<file path="config.mk">
export PLATFORM = sky130hd
export DESIGN_NAME = trigger_router
export DESIGN_NICKNAME = d
export VERILOG_FILES = /design/src/design/trigger_router.v /design/src/design/rise_detect.v /design/src/design/resync_clock_gen.v
export VERILOG_INCLUDE_DIRS = /design/src /design/src/inc
export SDC_FILE = /design/constraint.sdc
export NUM_CORES = 1
export LEC_CHECK = 0
export BUFFER_PORTS_ARGS = -buffer_cell sky130_fd_sc_hd__buf_4
export CAP_MARGIN = 20
export CORE_ASPECT_RATIO = 0.9
export CORE_MARGIN = 2
export CORE_UTILIZATION = 25
export DETAILED_ROUTE_END_ITERATION = 7
export GPL_ROUTABILITY_DRIVEN = 1
export GPL_TIMING_DRIVEN = 0
export PLACE_DENSITY = 0.48
export SLEW_MARGIN = 20
export SYNTH_ARGS = -nofsm -noshare
export SYNTH_HDL_FRONTEND = slang
export SYNTH_SLANG_ARGS = --single-unit
</file>
<file path="constraint.sdc">
create_clock -name pclk -period 3.2 [get_ports pclk]
set_clock_uncertainty 0.05 [all_clocks]
set_input_delay 0.16 -clock pclk [delete_from_list [all_inputs] [get_ports pclk]]
set_output_delay 0.16 -clock pclk [all_outputs]
set_load 0.005 [all_outputs]
</file>
<file path="src/inc/router_defines.vh">
`ifndef ROUTER_DEFINES_VH
`define ROUTER_DEFINES_VH

// ****************************************
// Register byte addresses
// ****************************************
`define ADDR_CMD        8'h00
`define ADDR_STATUS     8'h04
`define ADDR_TASK       8'h08
`define ADDR_ROUTE_LO   8'h0C
`define ADDR_ROUTE_HI   8'h10
`define ADDR_IRQ_STAT   8'h14
`define ADDR_IRQ_MASK   8'h18
`define ADDR_CFG        8'h1C

// ****************************************
// Field positions
// ****************************************
`define CMD_SRC_LSB     0
`define CMD_DST_LSB     4
`define CMD_DISC_BIT    8
`define TASK_START_BIT  0
`define TASK_CLEAR_BIT  1
`define IRQ_ERR_BIT     0
`define IRQ_START_BIT   1
`define IRQ_FAULT_BIT   2
`define IRQ_FRAME_BIT   3
`define IRQ_W           4

// ****************************************
// Source terminals
// ****************************************
`define SRC_LINE6       4'h6
`define SRC_SHCLK       4'h7
`define SRC_STAR        4'h8
`define SRC_CLK10       4'h9
`define SRC_OSC         4'hA
`define SRC_RESYNC      4'hB
`define SRC_FRAME       4'hC
`define SRC_FAULT       4'hD
`define SRC_START       4'hE
`define SRC_NONE        4'hF

// ****************************************
// Destination terminals
// ****************************************
`define DST_LINE6       4'h6
`define DST_SHCLK       4'h7
`define DST_MTB         4'h8
`define DST_RESYNC      4'h9
`define DST_START       4'hA
`define DST_COUNT       11

// ****************************************
// Status codes, signed 32 bit
// ****************************************
`define STAT_OK         32'h00000000
`define STAT_WARN_REPL  32'h00000001
`define STAT_WARN_NOP   32'h00000002
`define STAT_ERR_PAIR   32'hFFFFFFFF
`define STAT_ERR_GEN1   32'hFFFFFFFE
`define STAT_ERR_FORM   32'hFFFFFFFD
`define STAT_ERR_SLOT   32'hFFFFFFFC

// ****************************************
// Card facts and timing
// ****************************************
`define FF_DESKTOP      2'h0
`define FF_BACKPLANE    2'h1
`define FF_CARDSLOT     2'h2
`define STAR_MIN_SLOT   5'h03
`define TB_LOCAL        2'h0
`define TB_SHCLK        2'h1
`define TB_CLK10        2'h2
`define CLK_HZ          250000000
`define RESYNC_HZ       10
`define RESYNC_HALF     (`CLK_HZ / (2 * `RESYNC_HZ))

`endif

</file>
<file path="src/design/trigger_router.v">
// Overview of operation
// - Clearing the last task stops the controller and drops every route.
// - Shared clock line source may only drive the master timebase.
// - Backplane star trigger accepted only in slot 3 or higher.
// - Backplane 10 MHz clock routes only to the master timebase.
// - Local oscillator exports only to shared clock line, not on card-slot.
// - Resync clock is 10 Hz, 50 percent, to lines 0..6; realign on pulse.
// - Filtered frame-received pulse, one bit wide, is routable.
// - Transceiver fault source is active low, high when healthy.
// - One start trigger begins sampling for every task of the interface.
// - Unrouted start trigger fires when communication begins.
// - Start trigger may drive any general line 0..6.
// - First-generation card rejects advanced sources with an error.
// - Connect reports signed status: zero ok, negative error, positive warning.
// - Routed start trigger fires on first rising edge of its source.
// - Unrouted master timebase falls back to the local oscillator.
`include "router_defines.vh"

module trigger_router #(
  parameter RESYNC_HALF = `RESYNC_HALF,
  parameter DIV_W       = 24,
  parameter TASK_W      = 4
) (
  // Clock and reset
  input  wire        pclk,
  input  wire        presetn,
  // APB slave
  input  wire        psel,
  input  wire        penable,
  input  wire        pwrite,
  input  wire [7:0]  paddr,
  input  wire [31:0] pwdata,
  output reg  [31:0] prdata,
  output reg         pready,
  output reg         pslverr,
  // Card facts
  input  wire        card_gen2,
  input  wire [1:0]  form_factor,
  input  wire [4:0]  slot_number,
  // Trigger lines 0..6 and shared clock line 7
  input  wire [7:0]  trig_line_in,
  output reg  [7:0]  trig_line_out,
  output reg  [7:0]  trig_line_oe_n,
  // Backplane and local sources
  input  wire        backplane_star_in,
  input  wire        backplane_clk10_in,
  input  wire        osc_local_in,
  input  wire        frame_received_in,
  input  wire        transceiver_fault_n,
  // Controller side
  output reg         controller_run,
  output reg  [1:0]  acceptance_filter_mode,
  output reg         sampling_start,
  output reg         sampling_started,
  // Timebase
  output reg         master_timebase,
  output reg  [1:0]  timebase_source,
  output reg         resync_align,
  // Interrupt
  output reg         irq
);

  // ****************************************
  // Bus decode
  // ****************************************
  wire setup   = psel & ~penable;
  wire access  = psel & penable & pready;
  wire wr_cmd  = access & pwrite & (paddr == `ADDR_CMD);
  wire wr_task = access & pwrite & (paddr == `ADDR_TASK);
  wire wr_mask = access & pwrite & (paddr == `ADDR_IRQ_MASK);
  wire wr_cfg  = access & pwrite & (paddr == `ADDR_CFG);
  wire rd_irq  = access & ~pwrite & (paddr == `ADDR_IRQ_STAT);

  reg [3:0]          dst_src_reg [0:`DST_COUNT-1];
  reg [31:0]         status_reg;
  reg [TASK_W-1:0]   task_count_reg;
  reg [`IRQ_W-1:0]   irq_stat_reg;
  reg [`IRQ_W-1:0]   irq_mask_reg;
  reg                start_level_reg;
  reg                comm_begin_reg;
  reg [31:0]         rd_next;
  reg                mapped;

  always @* begin
    mapped  = 1'b1;
    rd_next = 32'h00000000;
    case (paddr)
      `ADDR_CMD:      rd_next = 32'h00000000;
      `ADDR_STATUS:   rd_next = status_reg;
      `ADDR_TASK:     rd_next = {{(30-TASK_W){1'b0}}, controller_run,
                                 sampling_started, task_count_reg};
      `ADDR_ROUTE_LO: rd_next = {dst_src_reg[7], dst_src_reg[6],
                                 dst_src_reg[5], dst_src_reg[4],
                                 dst_src_reg[3], dst_src_reg[2],
                                 dst_src_reg[1], dst_src_reg[0]};
      `ADDR_ROUTE_HI: rd_next = {20'h00000, dst_src_reg[10],
                                 dst_src_reg[9], dst_src_reg[8]};
      `ADDR_IRQ_STAT: rd_next = {{(32-`IRQ_W){1'b0}}, irq_stat_reg};
      `ADDR_IRQ_MASK: rd_next = {{(32-`IRQ_W){1'b0}}, irq_mask_reg};
      `ADDR_CFG:      rd_next = {30'h00000000, acceptance_filter_mode};
      default:        mapped  = 1'b0;
    endcase
  end

  // Zero wait state: answer is ready in the first access cycle
  always @(posedge pclk or negedge presetn) begin
    if (!presetn) begin
      pready  <= 1'b0;
      pslverr <= 1'b0;
      prdata  <= 32'h00000000;
    end else begin
      pready  <= setup;
      pslverr <= setup & ~mapped;
      if (setup) begin
        prdata <= rd_next;
      end
    end
  end

  // ****************************************
  // Source values
  // ****************************************
  wire       resync_level;
  wire [15:0] src_vals = {1'b0, start_level_reg,
                          transceiver_fault_n,
                          frame_received_in,
                          resync_level, osc_local_in,
                          backplane_clk10_in, backplane_star_in,
                          trig_line_in};

  // ****************************************
  // Connection check
  // ****************************************
  wire [3:0] cmd_src  = pwdata[`CMD_SRC_LSB+3:`CMD_SRC_LSB];
  wire [3:0] cmd_dst  = pwdata[`CMD_DST_LSB+3:`CMD_DST_LSB];
  wire       cmd_disc = pwdata[`CMD_DISC_BIT];
  wire       dst_line = (cmd_dst <= `DST_LINE6);
  reg        ok_pair;
  reg        need_gen2;
  reg        ok_form;
  reg        ok_slot;
  reg [31:0] chk_status;

  always @* begin
    ok_pair   = 1'b0;
    need_gen2 = 1'b0;
    ok_form   = 1'b1;
    ok_slot   = 1'b1;
    case (cmd_src)
      `SRC_SHCLK: begin
        ok_pair   = (cmd_dst == `DST_MTB);
        need_gen2 = 1'b1;
      end
      `SRC_STAR: begin
        ok_pair   = (cmd_dst == `DST_START);
        need_gen2 = 1'b1;
        ok_form   = (form_factor == `FF_BACKPLANE);
        ok_slot   = (slot_number >= `STAR_MIN_SLOT);
      end
      `SRC_CLK10: begin
        ok_pair   = (cmd_dst == `DST_MTB);
        need_gen2 = 1'b1;
        ok_form   = (form_factor == `FF_BACKPLANE);
      end
      `SRC_OSC: begin
        ok_pair   = (cmd_dst == `DST_SHCLK);
        need_gen2 = 1'b1;
        ok_form   = (form_factor != `FF_CARDSLOT);
      end
      `SRC_RESYNC: begin
        ok_pair   = dst_line;
      end
      `SRC_FRAME, `SRC_FAULT: begin
        ok_pair   = dst_line;
        need_gen2 = 1'b1;
      end
      `SRC_START: begin
        ok_pair   = dst_line;
      end
      `SRC_NONE: begin
        ok_pair   = 1'b0;
      end
      default: begin
        // General lines feed the resync and start destinations
        ok_pair   = (cmd_dst == `DST_RESYNC) || (cmd_dst == `DST_START);
      end
    endcase
    if (!ok_pair) begin
      chk_status = `STAT_ERR_PAIR;
    end else if (need_gen2 && !card_gen2) begin
      chk_status = `STAT_ERR_GEN1;
    end else if (!ok_form) begin
      chk_status = `STAT_ERR_FORM;
    end else if (!ok_slot) begin
      chk_status = `STAT_ERR_SLOT;
    end else if (cmd_disc) begin
      chk_status = (dst_src_reg[cmd_dst] == cmd_src) ? `STAT_OK : `STAT_WARN_NOP;
    end else begin
      chk_status = (dst_src_reg[cmd_dst] == `SRC_NONE ||
                    dst_src_reg[cmd_dst] == cmd_src) ? `STAT_OK : `STAT_WARN_REPL;
    end
  end

  wire chk_error = chk_status[31];

  // ****************************************
  // Tasks and routing table
  // ****************************************
  wire task_start = wr_task & pwdata[`TASK_START_BIT];
  wire task_clear = wr_task & pwdata[`TASK_CLEAR_BIT];
  wire last_clear = task_clear & ~task_start &
                    (task_count_reg == {{(TASK_W-1){1'b0}}, 1'b1});
  integer i;
  integer j;

  always @(posedge pclk or negedge presetn) begin
    if (!presetn) begin
      for (i = 0; i < `DST_COUNT; i = i + 1) begin
        dst_src_reg[i] <= `SRC_NONE;
      end
      status_reg             <= `STAT_OK;
      task_count_reg         <= {TASK_W{1'b0}};
      controller_run         <= 1'b0;
      comm_begin_reg         <= 1'b0;
      acceptance_filter_mode <= 2'h0;
    end else begin
      comm_begin_reg <= 1'b0;
      if (wr_cfg) begin
        acceptance_filter_mode <= pwdata[1:0];
      end
      if (last_clear) begin
        task_count_reg <= {TASK_W{1'b0}};
        controller_run <= 1'b0;
        for (i = 0; i < `DST_COUNT; i = i + 1) begin
          dst_src_reg[i] <= `SRC_NONE;
        end
      end else begin
        if (task_start && !task_clear && !(&task_count_reg)) begin
          task_count_reg <= task_count_reg + 1'b1;
          controller_run <= 1'b1;
          comm_begin_reg <= (task_count_reg == {TASK_W{1'b0}});
        end else if (task_clear && !task_start &&
                     task_count_reg != {TASK_W{1'b0}}) begin
          task_count_reg <= task_count_reg - 1'b1;
        end
        if (wr_cmd) begin
          status_reg <= chk_status;
          if (!chk_error) begin
            if (!cmd_disc) begin
              dst_src_reg[cmd_dst] <= cmd_src;
            end else if (dst_src_reg[cmd_dst] == cmd_src) begin
              dst_src_reg[cmd_dst] <= `SRC_NONE;
            end
          end
        end
      end
    end
  end

  // ****************************************
  // Line drive and timebase selection
  // ****************************************
  wire [3:0] mtb_src = dst_src_reg[`DST_MTB];

  always @(posedge pclk or negedge presetn) begin
    if (!presetn) begin
      trig_line_out   <= 8'h00;
      trig_line_oe_n  <= 8'hFF;
      master_timebase <= 1'b0;
      timebase_source <= `TB_LOCAL;
    end else begin
      for (j = 0; j < 8; j = j + 1) begin
        trig_line_out[j]  <= src_vals[dst_src_reg[j]];
        trig_line_oe_n[j] <= (dst_src_reg[j] == `SRC_NONE);
      end
      case (mtb_src)
        `SRC_SHCLK: begin
          master_timebase <= trig_line_in[7];
          timebase_source <= `TB_SHCLK;
        end
        `SRC_CLK10: begin
          master_timebase <= backplane_clk10_in;
          timebase_source <= `TB_CLK10;
        end
        default: begin
          master_timebase <= osc_local_in;
          timebase_source <= `TB_LOCAL;
        end
      endcase
    end
  end

  // ****************************************
  // Resync clock and realignment
  // ****************************************
  wire [3:0] rsy_src  = dst_src_reg[`DST_RESYNC];
  wire       rsy_rise;

  rise_detect u_rsy_edge (
    .pclk    (pclk),
    .presetn (presetn),
    .sig     ((rsy_src != `SRC_NONE) & src_vals[rsy_src]),
    .rise    (rsy_rise)
  );

  // Realigning our own generator keeps re-exported pulses in phase
  resync_clock_gen #(
    .HALF_COUNT (RESYNC_HALF),
    .WIDTH      (DIV_W)
  ) u_resync_gen (
    .pclk    (pclk),
    .presetn (presetn),
    .align   (rsy_rise),
    .level   (resync_level)
  );

  always @(posedge pclk or negedge presetn) begin
    if (!presetn) begin
      resync_align <= 1'b0;
    end else begin
      resync_align <= rsy_rise;
    end
  end

  // ****************************************
  // Start trigger
  // ****************************************
  wire [3:0] st_src = dst_src_reg[`DST_START];
  wire       st_rise;

  rise_detect u_start_edge (
    .pclk    (pclk),
    .presetn (presetn),
    .sig     ((st_src != `SRC_NONE) & src_vals[st_src]),
    .rise    (st_rise)
  );

  // One trigger per interface, shared by all tasks on it
  wire st_fire = controller_run & ~sampling_started &
                 ((st_src == `SRC_NONE) ? comm_begin_reg
                                        : st_rise);

  always @(posedge pclk or negedge presetn) begin
    if (!presetn) begin
      sampling_start   <= 1'b0;
      sampling_started <= 1'b0;
      start_level_reg  <= 1'b0;
    end else begin
      sampling_start <= st_fire;
      if (last_clear) begin
        sampling_started <= 1'b0;
        start_level_reg  <= 1'b0;
      end else if (st_fire) begin
        sampling_started <= 1'b1;
        start_level_reg  <= 1'b1;
      end
    end
  end

  // ****************************************
  // Interrupts
  // ****************************************
  wire fault_fall;
  wire frame_rise;

  rise_detect u_fault_edge (
    .pclk    (pclk),
    .presetn (presetn),
    .sig     (~transceiver_fault_n),
    .rise    (fault_fall)
  );

  rise_detect u_frame_edge (
    .pclk    (pclk),
    .presetn (presetn),
    .sig     (frame_received_in),
    .rise    (frame_rise)
  );

  wire [`IRQ_W-1:0] irq_set = {frame_rise, fault_fall, st_fire,
                               wr_cmd & chk_error};
  // New events win over the read that clears
  wire [`IRQ_W-1:0] irq_stat_next = (rd_irq ? {`IRQ_W{1'b0}} : irq_stat_reg)
                                    | irq_set;

  always @(posedge pclk or negedge presetn) begin
    if (!presetn) begin
      irq_stat_reg <= {`IRQ_W{1'b0}};
      irq_mask_reg <= {`IRQ_W{1'b0}};
      irq          <= 1'b0;
    end else begin
      irq_stat_reg <= irq_stat_next;
      if (wr_mask) begin
        irq_mask_reg <= pwdata[`IRQ_W-1:0];
      end
      irq <= |(irq_stat_next & (wr_mask ? pwdata[`IRQ_W-1:0] : irq_mask_reg));
    end
  end

endmodule // trigger_router

</file>
<file path="src/design/rise_detect.v">
module rise_detect (
  // Clock and reset
  input  wire pclk,
  input  wire presetn,
  // Signal in, edge out
  input  wire sig,
  output wire rise
);

  reg prev_reg;

  always @(posedge pclk or negedge presetn) begin
    if (!presetn) begin
      prev_reg <= 1'b0;
    end else begin
      prev_reg <= sig;
    end
  end

  assign rise = sig & ~prev_reg;

endmodule // rise_detect

</file>
<file path="src/design/resync_clock_gen.v">
module resync_clock_gen #(
  parameter HALF_COUNT = 12500000,
  parameter WIDTH      = 24
) (
  // Clock and reset
  input  wire pclk,
  input  wire presetn,
  // Realign to phase zero
  input  wire align,
  // Square wave, 50 percent duty
  output reg  level
);

  reg [WIDTH-1:0] count_reg;

  always @(posedge pclk or negedge presetn) begin
    if (!presetn) begin
      count_reg <= {WIDTH{1'b0}};
      level     <= 1'b0;
    end else if (align) begin
      count_reg <= {WIDTH{1'b0}};
      level     <= 1'b0;
    end else if (count_reg == HALF_COUNT[WIDTH-1:0] - 1'b1) begin
      count_reg <= {WIDTH{1'b0}};
      level     <= ~level;
    end else begin
      count_reg <= count_reg + 1'b1;
    end
  end

endmodule // resync_clock_gen

</file>
=== Word-level counts from Yosys, hierarchy flattened ===
Cells that the tools add are included.

* Register bits after elaboration: 178
* Bits of input ports: 66
* Output and inout port bits: 60
* Word-level logic and storage cells: 224

* Add/subtract/negate cells: 3
* Order comparisons: 14
* Eq/ne operators: 41
* Mux-type cells: 62
* Bitwise operators: 40
* Reduce and logical (&&, ||, !) cells: 29

{| class="wikitable"
|+ Operator list
! cell !! count
|-
| 32-bit one-hot mux with 7 select lines || 1
|-
| 44-bit two-way mux || 5
|-
| 32-bit two-way mux || 4
|-
| 4-bit equality test (second input constant) || 22
|-
| 4-bit by 5-bit less-than comparator with 1-bit output (second input constant) || 10
|-
| 24-bit two-way mux || 2
|-
| 44-bit bitwise mux || 1
|-
| 44-bit bitwise OR || 1
|-
| 1-bit binary-select mux with 4-bit select || 10
|-
| 8-bit by 5-bit equality test with 1-bit output (second input constant) || 4
|-
| 4-bit two-way mux || 8
|-
| 24-bit by 1-bit adder with 24-bit output (second input constant) || 1
|-
| 1-bit AND || 24
|-
| 24-bit equality test (second input constant) || 1
|-
| 1-bit two-way mux || 23
|-
| 4-bit binary-select mux with 4-bit select || 1
|-
| 4-bit demux with 4-bit select || 1
|-
| 8-bit by 4-bit equality test with 1-bit output (second input constant) || 2
|-
| 4-bit by 3-bit equality test with 1-bit output (second input constant) || 3
|-
| 1-bit inverter || 12
|-
| 8-bit by 3-bit equality test with 1-bit output (second input constant) || 1
|-
| 8-bit zero test || 1
|-
| 4-bit inequality test (second input constant) || 2
|-
| 2-bit nonzero test || 4
|-
| 32 further kinds || 45
|}

=== Logic depth before layout (Yosys ltp) ===
Gate-level depths: netlist (run 1).

* Depth after elaboration: 16
* Gate-level depth with buffers: 10
* Gate-level depth less buffers: 8

=== By module ===
From an unflattened synthesis (run 1), not the netlist that was laid out.

* Cell total of the unflattened synthesis: 821
* Area total of the unflattened synthesis: 8745.9 um2

{| class="wikitable"
|+ By module, submodules not included
! module !! times used !! cells each !! area an instance (um2) !! sequential area each (um2)
|-
| trigger_router || 1 || 680 || 7323.3 || 3067.9
|-
| resync_clock_gen || 1 || 133 || 1267.5 || 625.6
|-
| rise_detect || 4 || 2 || 38.8 || 25.0
|}

=== Worst setup path before layout (run 1) ===
OpenSTA, ideal clock, no wires.

* Path kind: reg2reg
* Start: register dst_src_reg (netlist bit rsy_src[0])
* End: register u_resync_gen.count_reg[17]
* Library setup time: 72 ps
* Arrival time: 2419 ps
* Required time: 3078 ps
* Slack: 658 ps
* Cell stages (with the launch flop): 8
* Path buffers: 2
* Clock period less this slack: 2542 ps
* Cell sequence: dfstp_2 > clkbuf_1 > mux4_2 > mux4_2 > nor2b_1 > nand2b_1 > clkbuf_1 > nor2_1

* Word-level cells in the longest chain between the ends: 5
* Elaborated cells on any way between the ends: 6
* Those cells by class: 1 x eq/ne; 3 x mux; 2 x bitwise

{| class="wikitable"
|+ Ends and longest elaborated chain
! what !! line !! RTL
|-
| from (decl) || trigger_router.v:74 || <nowiki>reg [3:0] dst_src_reg [0:`DST_COUNT-1];</nowiki>
|-
| from (signal, indexed assignment) || trigger_router.v:219 || <nowiki>dst_src_reg[i] <= `SRC_NONE;</nowiki>
|-
| from (signal, indexed assignment) || trigger_router.v:235 || <nowiki>dst_src_reg[i] <= `SRC_NONE;</nowiki>
|-
| from (signal, indexed assignment) || trigger_router.v:250 || <nowiki>dst_src_reg[cmd_dst] <= cmd_src;</nowiki>
|-
| 1-bit binary-select mux with 4-bit select || trigger_router.v:302 || <nowiki>.sig ((rsy_src != `SRC_NONE) & src_vals[rsy_src]),</nowiki>
|-
| 1-bit two-way mux (not written as such) || trigger_router.v:302 ||
|-
| 1-bit AND * || trigger_router.v:302 ||
|-
| via u_rsy_edge.sig || rise_detect.v:6 || <nowiki>input wire sig,</nowiki>
|-
| 1-bit AND * || rise_detect.v:20 || <nowiki>assign rise = sig & ~prev_reg;</nowiki>
|-
| via rsy_rise || trigger_router.v:297 || <nowiki>wire rsy_rise;</nowiki>
|-
| 24-bit two-way mux * || resync_clock_gen.v:20 || <nowiki>end else if (align) begin</nowiki>
|-
| to (signal assigned) || resync_clock_gen.v:18 || <nowiki>count_reg <= {WIDTH{1'b0}};</nowiki>
|-
| to (signal assigned) || resync_clock_gen.v:21 || <nowiki>count_reg <= {WIDTH{1'b0}};</nowiki>
|-
| to (signal assigned) || resync_clock_gen.v:24 || <nowiki>count_reg <= {WIDTH{1'b0}};</nowiki>
|-
| to (decl) || resync_clock_gen.v:14 || <nowiki>reg [WIDTH-1:0] count_reg;</nowiki>
|}

Mark *: on every way through the listed nets, which the timed path passes. The rest lies on a longest branch. The select of a mux whose other input is x is not followed.
A chain may end at the register's enable or synchronous reset.

=== Worst setup path after layout (run 1) ===
* Start: register dst_src_reg[13] (netlist name)
* End: register dst_src_reg (netlist bit mtb_src[0])

* Word-level cells in the longest chain between the ends: 6

{| class="wikitable"
|+ Ends and longest elaborated chain
! what !! line !! RTL
|-
| 4-bit binary-select mux with 4-bit select || trigger_router.v:251 || <nowiki>end else if (dst_src_reg[cmd_dst] == cmd_src) begin</nowiki>
|-
| 4-bit two-way mux (not written as such) (2 in a row) || trigger_router.v:251 ||
|-
| 4-bit equality test || trigger_router.v:251 ||
|-
| 3-bit by 1-bit inequality test with 1-bit output (no source line) || -- ||
|-
| 3-bit AND reduction (no source line) || -- ||
|}

Every way passes these cells. The select of a mux whose other input is x is not followed.

==> run metrics, run 1 <==
CTS tree yes; Worst-Skew Late Latency approximately 0.43 ns; RSZ-0062 raised after global routing false; fin util 0.3158; Ys Warns 0; die width around 200 um; layout cells sized above 1 0.3116; Slowest Stage Delay on Critical Path roughly 0.55 ns; number of synthesized flops with an enable pin 0; Tcrit/Tclk final 0.9386; Max clock buf depth 2; sw frac 0.2430; Tightest Pin Transition 0.8532 ns; Synthesized Nets around 850; crit path time final about 3 ns; I/O pin cnt 126; first-pass GRT wire length roughly 42000 um; worst path cell trace clkbuf_1, mux4_2, and2_1, a31oi_2, xnor2_1, a41oi_4, buf_6, nor3_1, or3_1; worst min path class in2reg; dpl cells 1331; gr ovfl total 0; cell-internal power between 3 and 4 mW; Fin Setup TNS 0 ns; setup slack at placement -0.01080 ns; top post-synthesis cells by area dfrtp_1 (29%), dfstp_2 (16%), mux4_2 (12%), o22a_1 (3.2%), nand2_1 (3.2%); RR Endpoint mtb_src[0]; largest net degree at the start of global routing 86; CTS buffer count 17; Post-Syn Instances around 770; R2R depth 9; CP Capture Point mtb_src[0]; synthesized cell area about 0.0085 mm^2; Worst-path clk slew about 0.060 ns; final hold vios 0; Final HPWL DP 20650 um; Initial Util 0.2555; Netlist cell types 76; clock power share 0.475; Levels on crit path 9; GPL Wtd Cong roughly 0.84; Final setup viols 0; met3 wire length 1469 um; Rel. slew slack 0.4232; crit-path max FO 10; Core ar. roughly 0.033 mm^2; flop-to-flop setup slack just under 0.2 ns; Setup WS post-layout ~0.20 ns; Initial DRT Pass Iterations 5; metal2 WL 12540 um; FP Rows 63; peak supply drop between 0.3 and 0.4 mV; final cell count without fillers roughly 1400; Nets between 900 and 1000; Avg Inst Size Synth around 11 um^2; Yosys reg bits around 150; Buffers & Inverters on Critical Path 2; GRT Util Overall 0.1590; status finished clean; CP top delay family compound AO/OA/AOI/OAI gates; Lkg Pwr 4.202 nW; element type at the critical path start flop; Seq/Total Area, Yosys 0.4475; CTS Root Cell clkbuf_16; antenna viol nets, final 0; Async S/R FF share, synth 1.000; share of the synthesized area in the top cell type 0.2863; Die Height roughly 180 um; M1 wire length between 10000 and 15000 um; DRT iter0 DRCs between 400 and 500; Slew Viols, Final 0; WP data arrival ~3.3 ns; CP required between 3 and 4 ns; TritonCTS Sinks 149; H-tree depth 4; antenna violations before repair 0; Top FF cell, synth dfrtp_1; critical path launch point dst_src_reg[13]; Vias just under 7000; Antenna Cells 0; vias per cell between 5 and 6; DRC Markers 0; vias in the first global route 6803; Yosys top cell by area dfrtp_1; Crit Reg-Reg Startpoint dst_src_reg[13]; pwr dens approximately 420 mW/mm^2; combinational group share of total power 0.084; kind of end point of the critical path flop; Crit Path Class reg2reg; Max Freq roughly 0.33 GHz; Crit-path slowest cell mux4_2; sequential share of power 0.441; Die Area around 0.035 mm^2; max-cap violations 0; Top Layer Used met4; wire per inst just over 20 um; Sw Pwr 1.071 mW; wirelength, routed roughly 27000 um; Pwr Total between 4 and 5 mW; total setup buffers inserted after CTS 0; Area growth, synth to finish 23.63%; PortBufs 101
## metrics by stage
step           area [um^2]  hold slack, ns
2_1_floorplan         8478         -0.1856
3_3_place_gp          9806          0.2799
3_5_place_dp          9847         0.09817
4_1_cts              10490        0.008526
5_1_grt              10480         0.03951
6_report             10480         0.03147
## cells by family (layout without fill, tap and decap cells)
logic type,Yosys count,in the layout,synth area share
flip-flops,149,149,0.4475
adder cells (fa/ha/maj),5,5,0.007379
buffers and inverters,82,213,0.04221
multiplexers,73,73,0.1564
XOR/XNOR,29,29,0.02996
AO/OA/AOI/OAI,190,190,0.1631
AND/OR/NAND/NOR,246,246,0.1535
## area by class of cell
| class | instances | area [um^2] |
|---|---|---|
| flip-flops and latches | 149 | 3794 |
| multi-input cells | 543 | 4344 |
| clock inverters | 12 | 152.6 |
| plain buffers | 56 | 260.3 |
| repair buffers | 106 | 833.3 |
| inverters | 19 | 71.32 |
| clock buffers | 20 | 456.7 |
| fillers | 3425 | 22700 |
| well taps | 455 | 569.3 |
## layout by cell type (no fill, tap or decap), types with 7 or more instances in the layout
cell type / n
mux4_2: 46
o21ai_0: 48
mux2_2: 16
dfrtp_1: 97
clkbuf_1: 40
nor3_1: 8
and3_1: 8
o22ai_1: 7
a221oi_1: 7
nand2_1: 72
o22a_1: 31
buf_2: 7
nand4_1: 8
nand3_1: 19
xor2_1: 17
dfstp_2: 52
buf_4: 101
clkbuf_16: 17
a21oi_1: 35
inv_1: 19
nand2b_1: 9
xnor2_1: 12
a22oi_1: 7
nor2_1: 56
mux2i_1: 11
and4_1: 10
nor2b_1: 8
## worst min path at each step
stage	slack (ns)	endpoint	depth (start not counted)	startpoint
floorplan	-0.19	acceptance_filter_mode[0]	0	presetn
global placement	0.28	u_frame_edge.prev_reg	1	frame_received_in
detailed placement	0.1	u_resync_gen.count_reg[19]	1	presetn
CTS	0.009	status_reg[0]	4	pwdata[8]
global route	0.04	status_reg[0]	4	pwdata[8]
finish	0.03	status_reg[0]	4	pwdata[8]
## synth_stat cells (5+ instances only)
cell type and count:
dfrtp_1 97, nand2_1 72, nor2_1 56, dfstp_2 52, o21ai_0 48, clkbuf_1 46, mux4_2 46, a21oi_1 35
o22a_1 31, inv_1 19, nand3_1 19, xor2_1 17, mux2_2 16, xnor2_1 12, mux2i_1 11, and4_1 10
nand2b_1 9, and3_1 8, nand4_1 8, nor2b_1 8, nor3_1 8, a221oi_1 7, a22oi_1 7, buf_2 7
nor4_1 7, o22ai_1 7, o31ai_1 7, or3_1 6, a31oi_1 5, buf_6 5, ha_1 5
## per-layer routing
metal,track usage,vias to the layer above
li1,-,3134
met2,0.2496,218
met4,0.04073,0
met5,0,-
met3,0.03123,23
met1,0.2245,3451
## tightest hold or removal path: stages
cell	delay [ns]
buf_4	0.09
a311oi_1	0.04
a21oi_1	0.13
nor2_1	0.05
## repair_timing
item | in CTS | in global routing
resized for setup | 1 | 1
hold endpoints to repair | 64 | 0
endpoints found under the setup margin | 6 | 61
pin swaps | 0 | 1
hold buffers | 4 | 0
## power by group through the flow
stage | Clock, mW | Sequential [mW] | Combinational, mW
2_1_floorplan | 0 | 1.97 | 0.189
4_1_cts | 2.13 | 1.94 | 0.374
3_3_place_gp | 0 | 1.98 | 0.361
5_1_grt | 2.20 | 1.95 | 0.406
3_5_place_dp | 0 | 1.97 | 0.370
6_report | 2.09 | 1.94 | 0.370
Power figures use the tool's default switching activity.
==> run 2, diff against run 1 <==
- REMOVE_ABC_BUFFERS: default -> 1
- SYNTH_HIERARCHICAL: default -> 1
==> run metrics, run 2 <==
share of the synthesized area in the top cell type 0.2775 (-0.008765); crit path time final 3.069 ns (+0.06557 ns); Vias 7199 (+5.5%); Seq/Total Area, Yosys 0.4338 (-0.01370); vias per cell 5.274 (+5.1%); worst min path class in2reg; Setup WS post-layout 0.1310 ns (-0.06557 ns); setup slack at placement -0.4361 ns (-0.4253 ns); multi-input logic area 0.004690 mm^2 (+7.9%); most frequent cells in the layout buf_4 (106), dfrtp_1 (97), nand2_1 (63); antenna viol nets, final 0 (unchanged); final-layout fill cell count 3543 (+3.4%); DRC Markers 0 (unchanged); peak supply drop 0.2686 mV (-12%); count leader, synth dfrtp_1; Slew Viols, Final 0 (unchanged); Tcrit/Tclk final 0.9591 (+0.02049); CTS tree yes; FP Rows 64 (+1.6%); most common cell after layout, fill and taps aside buf_4; GPL Wtd Cong 0.8178 (-2.5%); Final HPWL DP 20180 um (-2.3%); gr ovfl total 0 (unchanged); largest net degree at the start of global routing 80 (-7.0%); DRT iter0 DRCs 567 (+30%); vias in the first global route 7112 (+4.5%); Post-Syn Instances 821 (+6.1%); Top FF cell, synth dfrtp_1; Die Area 0.03650 mm^2 (+3.1%); Die Height 181.4 um (+1.5%); Antenna Cells 0 (unchanged); WP data arrival 3.37 ns (+0.07 ns); synthesized cell area 0.008746 mm^2 (+3.2%); Initial DRT Pass Iterations 5 (unchanged); PortBufs 102 (+0.99%); antenna violations before repair 0 (unchanged); Buffers & Inverters on Critical Path 0 (-2); CP top delay family compound AO/OA/AOI/OAI gates; Worst-Skew Late Latency 0.43 ns (about the same); kind of end point of the critical path flop; GRT Util Overall 0.1566 (-0.002452); dpl cells 1325 (-0.45%); Initial Util 0.2558 (+0.0003052); Crit Path Class reg2reg; Tightest Pin Transition 1.033 ns (+0.1793 ns); Max clock buf depth 2 (unchanged); pwr dens 417.4 mW/mm^2 (-0.76%); CTS Root Cell clkbuf_16; I/O pin cnt 126 (unchanged); TritonCTS Sinks 149 (unchanged); CTS buffer count 17 (unchanged); worst path cell trace mux4_2, nand3b_1, o21ai_1, or4_4, o41a_4, o41ai_4, a2bb2oi_1; wirelength, routed 27970 um (+2.2%); Yosys top cell by area dfrtp_1; final hold vios 0 (unchanged); Worst-path clk slew 0.06 ns (about the same); Core ar. 0.03419 mm^2 (+3.0%); CP required 3.50 ns (about the same); wire per inst 20.49 um (+1.8%); Ys Warns 6 (+6); Avg Inst Size Synth 10.65 um^2 (-2.7%); final cell count without fillers 1365 (+0.37%); Max Freq 0.3258 GHz (-2.1%); die width 201.2 um (+1.5%); top post-synthesis cells by area dfrtp_1 (28%), dfstp_2 (16%), mux4_2 (11%), o21ai_0 (3.2%), a21oi_1 (2.9%); number of synthesized flops with an enable pin 0 (unchanged); Rel. slew slack 0.3097 (-0.1135); Area growth, synth to finish 21.56%; Netlist cell types 75 (-1.3%); Final setup viols 0 (unchanged); max-cap violations 0 (unchanged); layout cells sized above 1 0.3256 (+0.01398); Crit-path slowest cell mux4_2; crit-path max FO 9 (-1); status finished clean; Slowest Stage Delay on Critical Path 0.56 ns (about the same); Sequential cell area 0.003794 mm^2 (unchanged); Nets 961 (-0.21%); element type at the critical path start flop; Async S/R FF share, synth 1.000 (unchanged); first-pass GRT wire length 43990 um (+4.2%); Yosys reg bits 149 (unchanged); Lkg Pwr 4.261 nW (+1.4%); H-tree depth 4 (unchanged); Commonest cells post-synth dfrtp_1 (97), nand2_1 (63), o21ai_0 (56)
run 2: path summary, 6_finish.rpt:
| kind | endpoint | start | slack (ns) | cells past startpoint |
|---|---|---|---|---|
| min in group asynchronous | u_resync_gen/count_reg[0] | presetn | 0.27 | 2 |
| max reg2reg | dst_src_reg[26] | dst_src_reg[13] | 0.13 | 7 |
| min | master_timebase | backplane_clk10_in | 0.05 | 2 |
| max in group asynchronous | dst_src_reg[42] | presetn | 1.99 | 3 |
| max | dst_src_reg[26] | dst_src_reg[13] | 0.13 | 7 |
| min reg2reg | u_resync_gen/count_reg[0] | u_resync_gen/count_reg[0] | 0.43 | 1 |
run 2: per-stage QoR:
step	util	cell area [um^2]	hold slack, ns	power [mW]	TNS [ns]
CTS	0.3090	10570	0.02451	4.478	0
global route	0.3109	10630	0.03450	4.609	-0.003353
floorplan	-	8463	-0.1856	2.170	0
finish	0.3109	10630	0.04548	4.438	0
detailed placement	0.2904	9928	0.1610	2.397	-12.52
global placement	0.2868	9807	0.3543	2.382	-106.08
run 2: where the power goes:
group          total, mW  switching [mW]  leakage [nW]  internal [mW]
Sequential          1.96          0.0394          1.83           1.92
Combinational      0.415           0.246          2.15          0.169
Clock               2.06           0.816         0.281           1.25
Total               4.44            1.10          4.26           3.34
run 2: worst reg2reg max path: cells and delay by family (launching register included):
family	cells	cell delay [ns]
mux	1	0.56
simple gates	2	0.64
flops	1	0.43
compound gates	4	1.31
run 2: cell families (layout without fill, tap and decap cells):
family | Yosys count | count (layout) | share of synthesized area
xor+xnor | 19 | 19 | 0.01903
mux | 77 | 77 | 0.1512
flops | 149 | 149 | 0.4338
simple gates | 276 | 276 | 0.1801
buf+inv | 80 | 161 | 0.03834
compound gates | 215 | 216 | 0.1704
fa+ha+maj | 5 | 5 | 0.007153
run 2: layout make-up:
cell class | count | area share
flip-flops and latches | 149 | 0.3568
inverters | 14 | 0.004943
clock buffers | 23 | 0.04307
repair buffers | 115 | 0.08756
well taps | 462 | 0.05437
multi-input cells | 593 | 0.4411
clock inverters | 9 | 0.01212
run 2: what timing repair did:
action,CTS,global route
setup buffers,0,2
endpoints found under the setup margin,0,24
hold endpoints to repair,64,0
gates resized for setup,0,4
hold buffers,5,0
run 2: metal layers:
metal  part of all wire  track usage  wire, um
met5                  0            0         0
met4              0.015      0.04830       427
met3              0.061      0.02387      1713
met2               0.43       0.2281     12170
met1               0.49       0.2365     13660
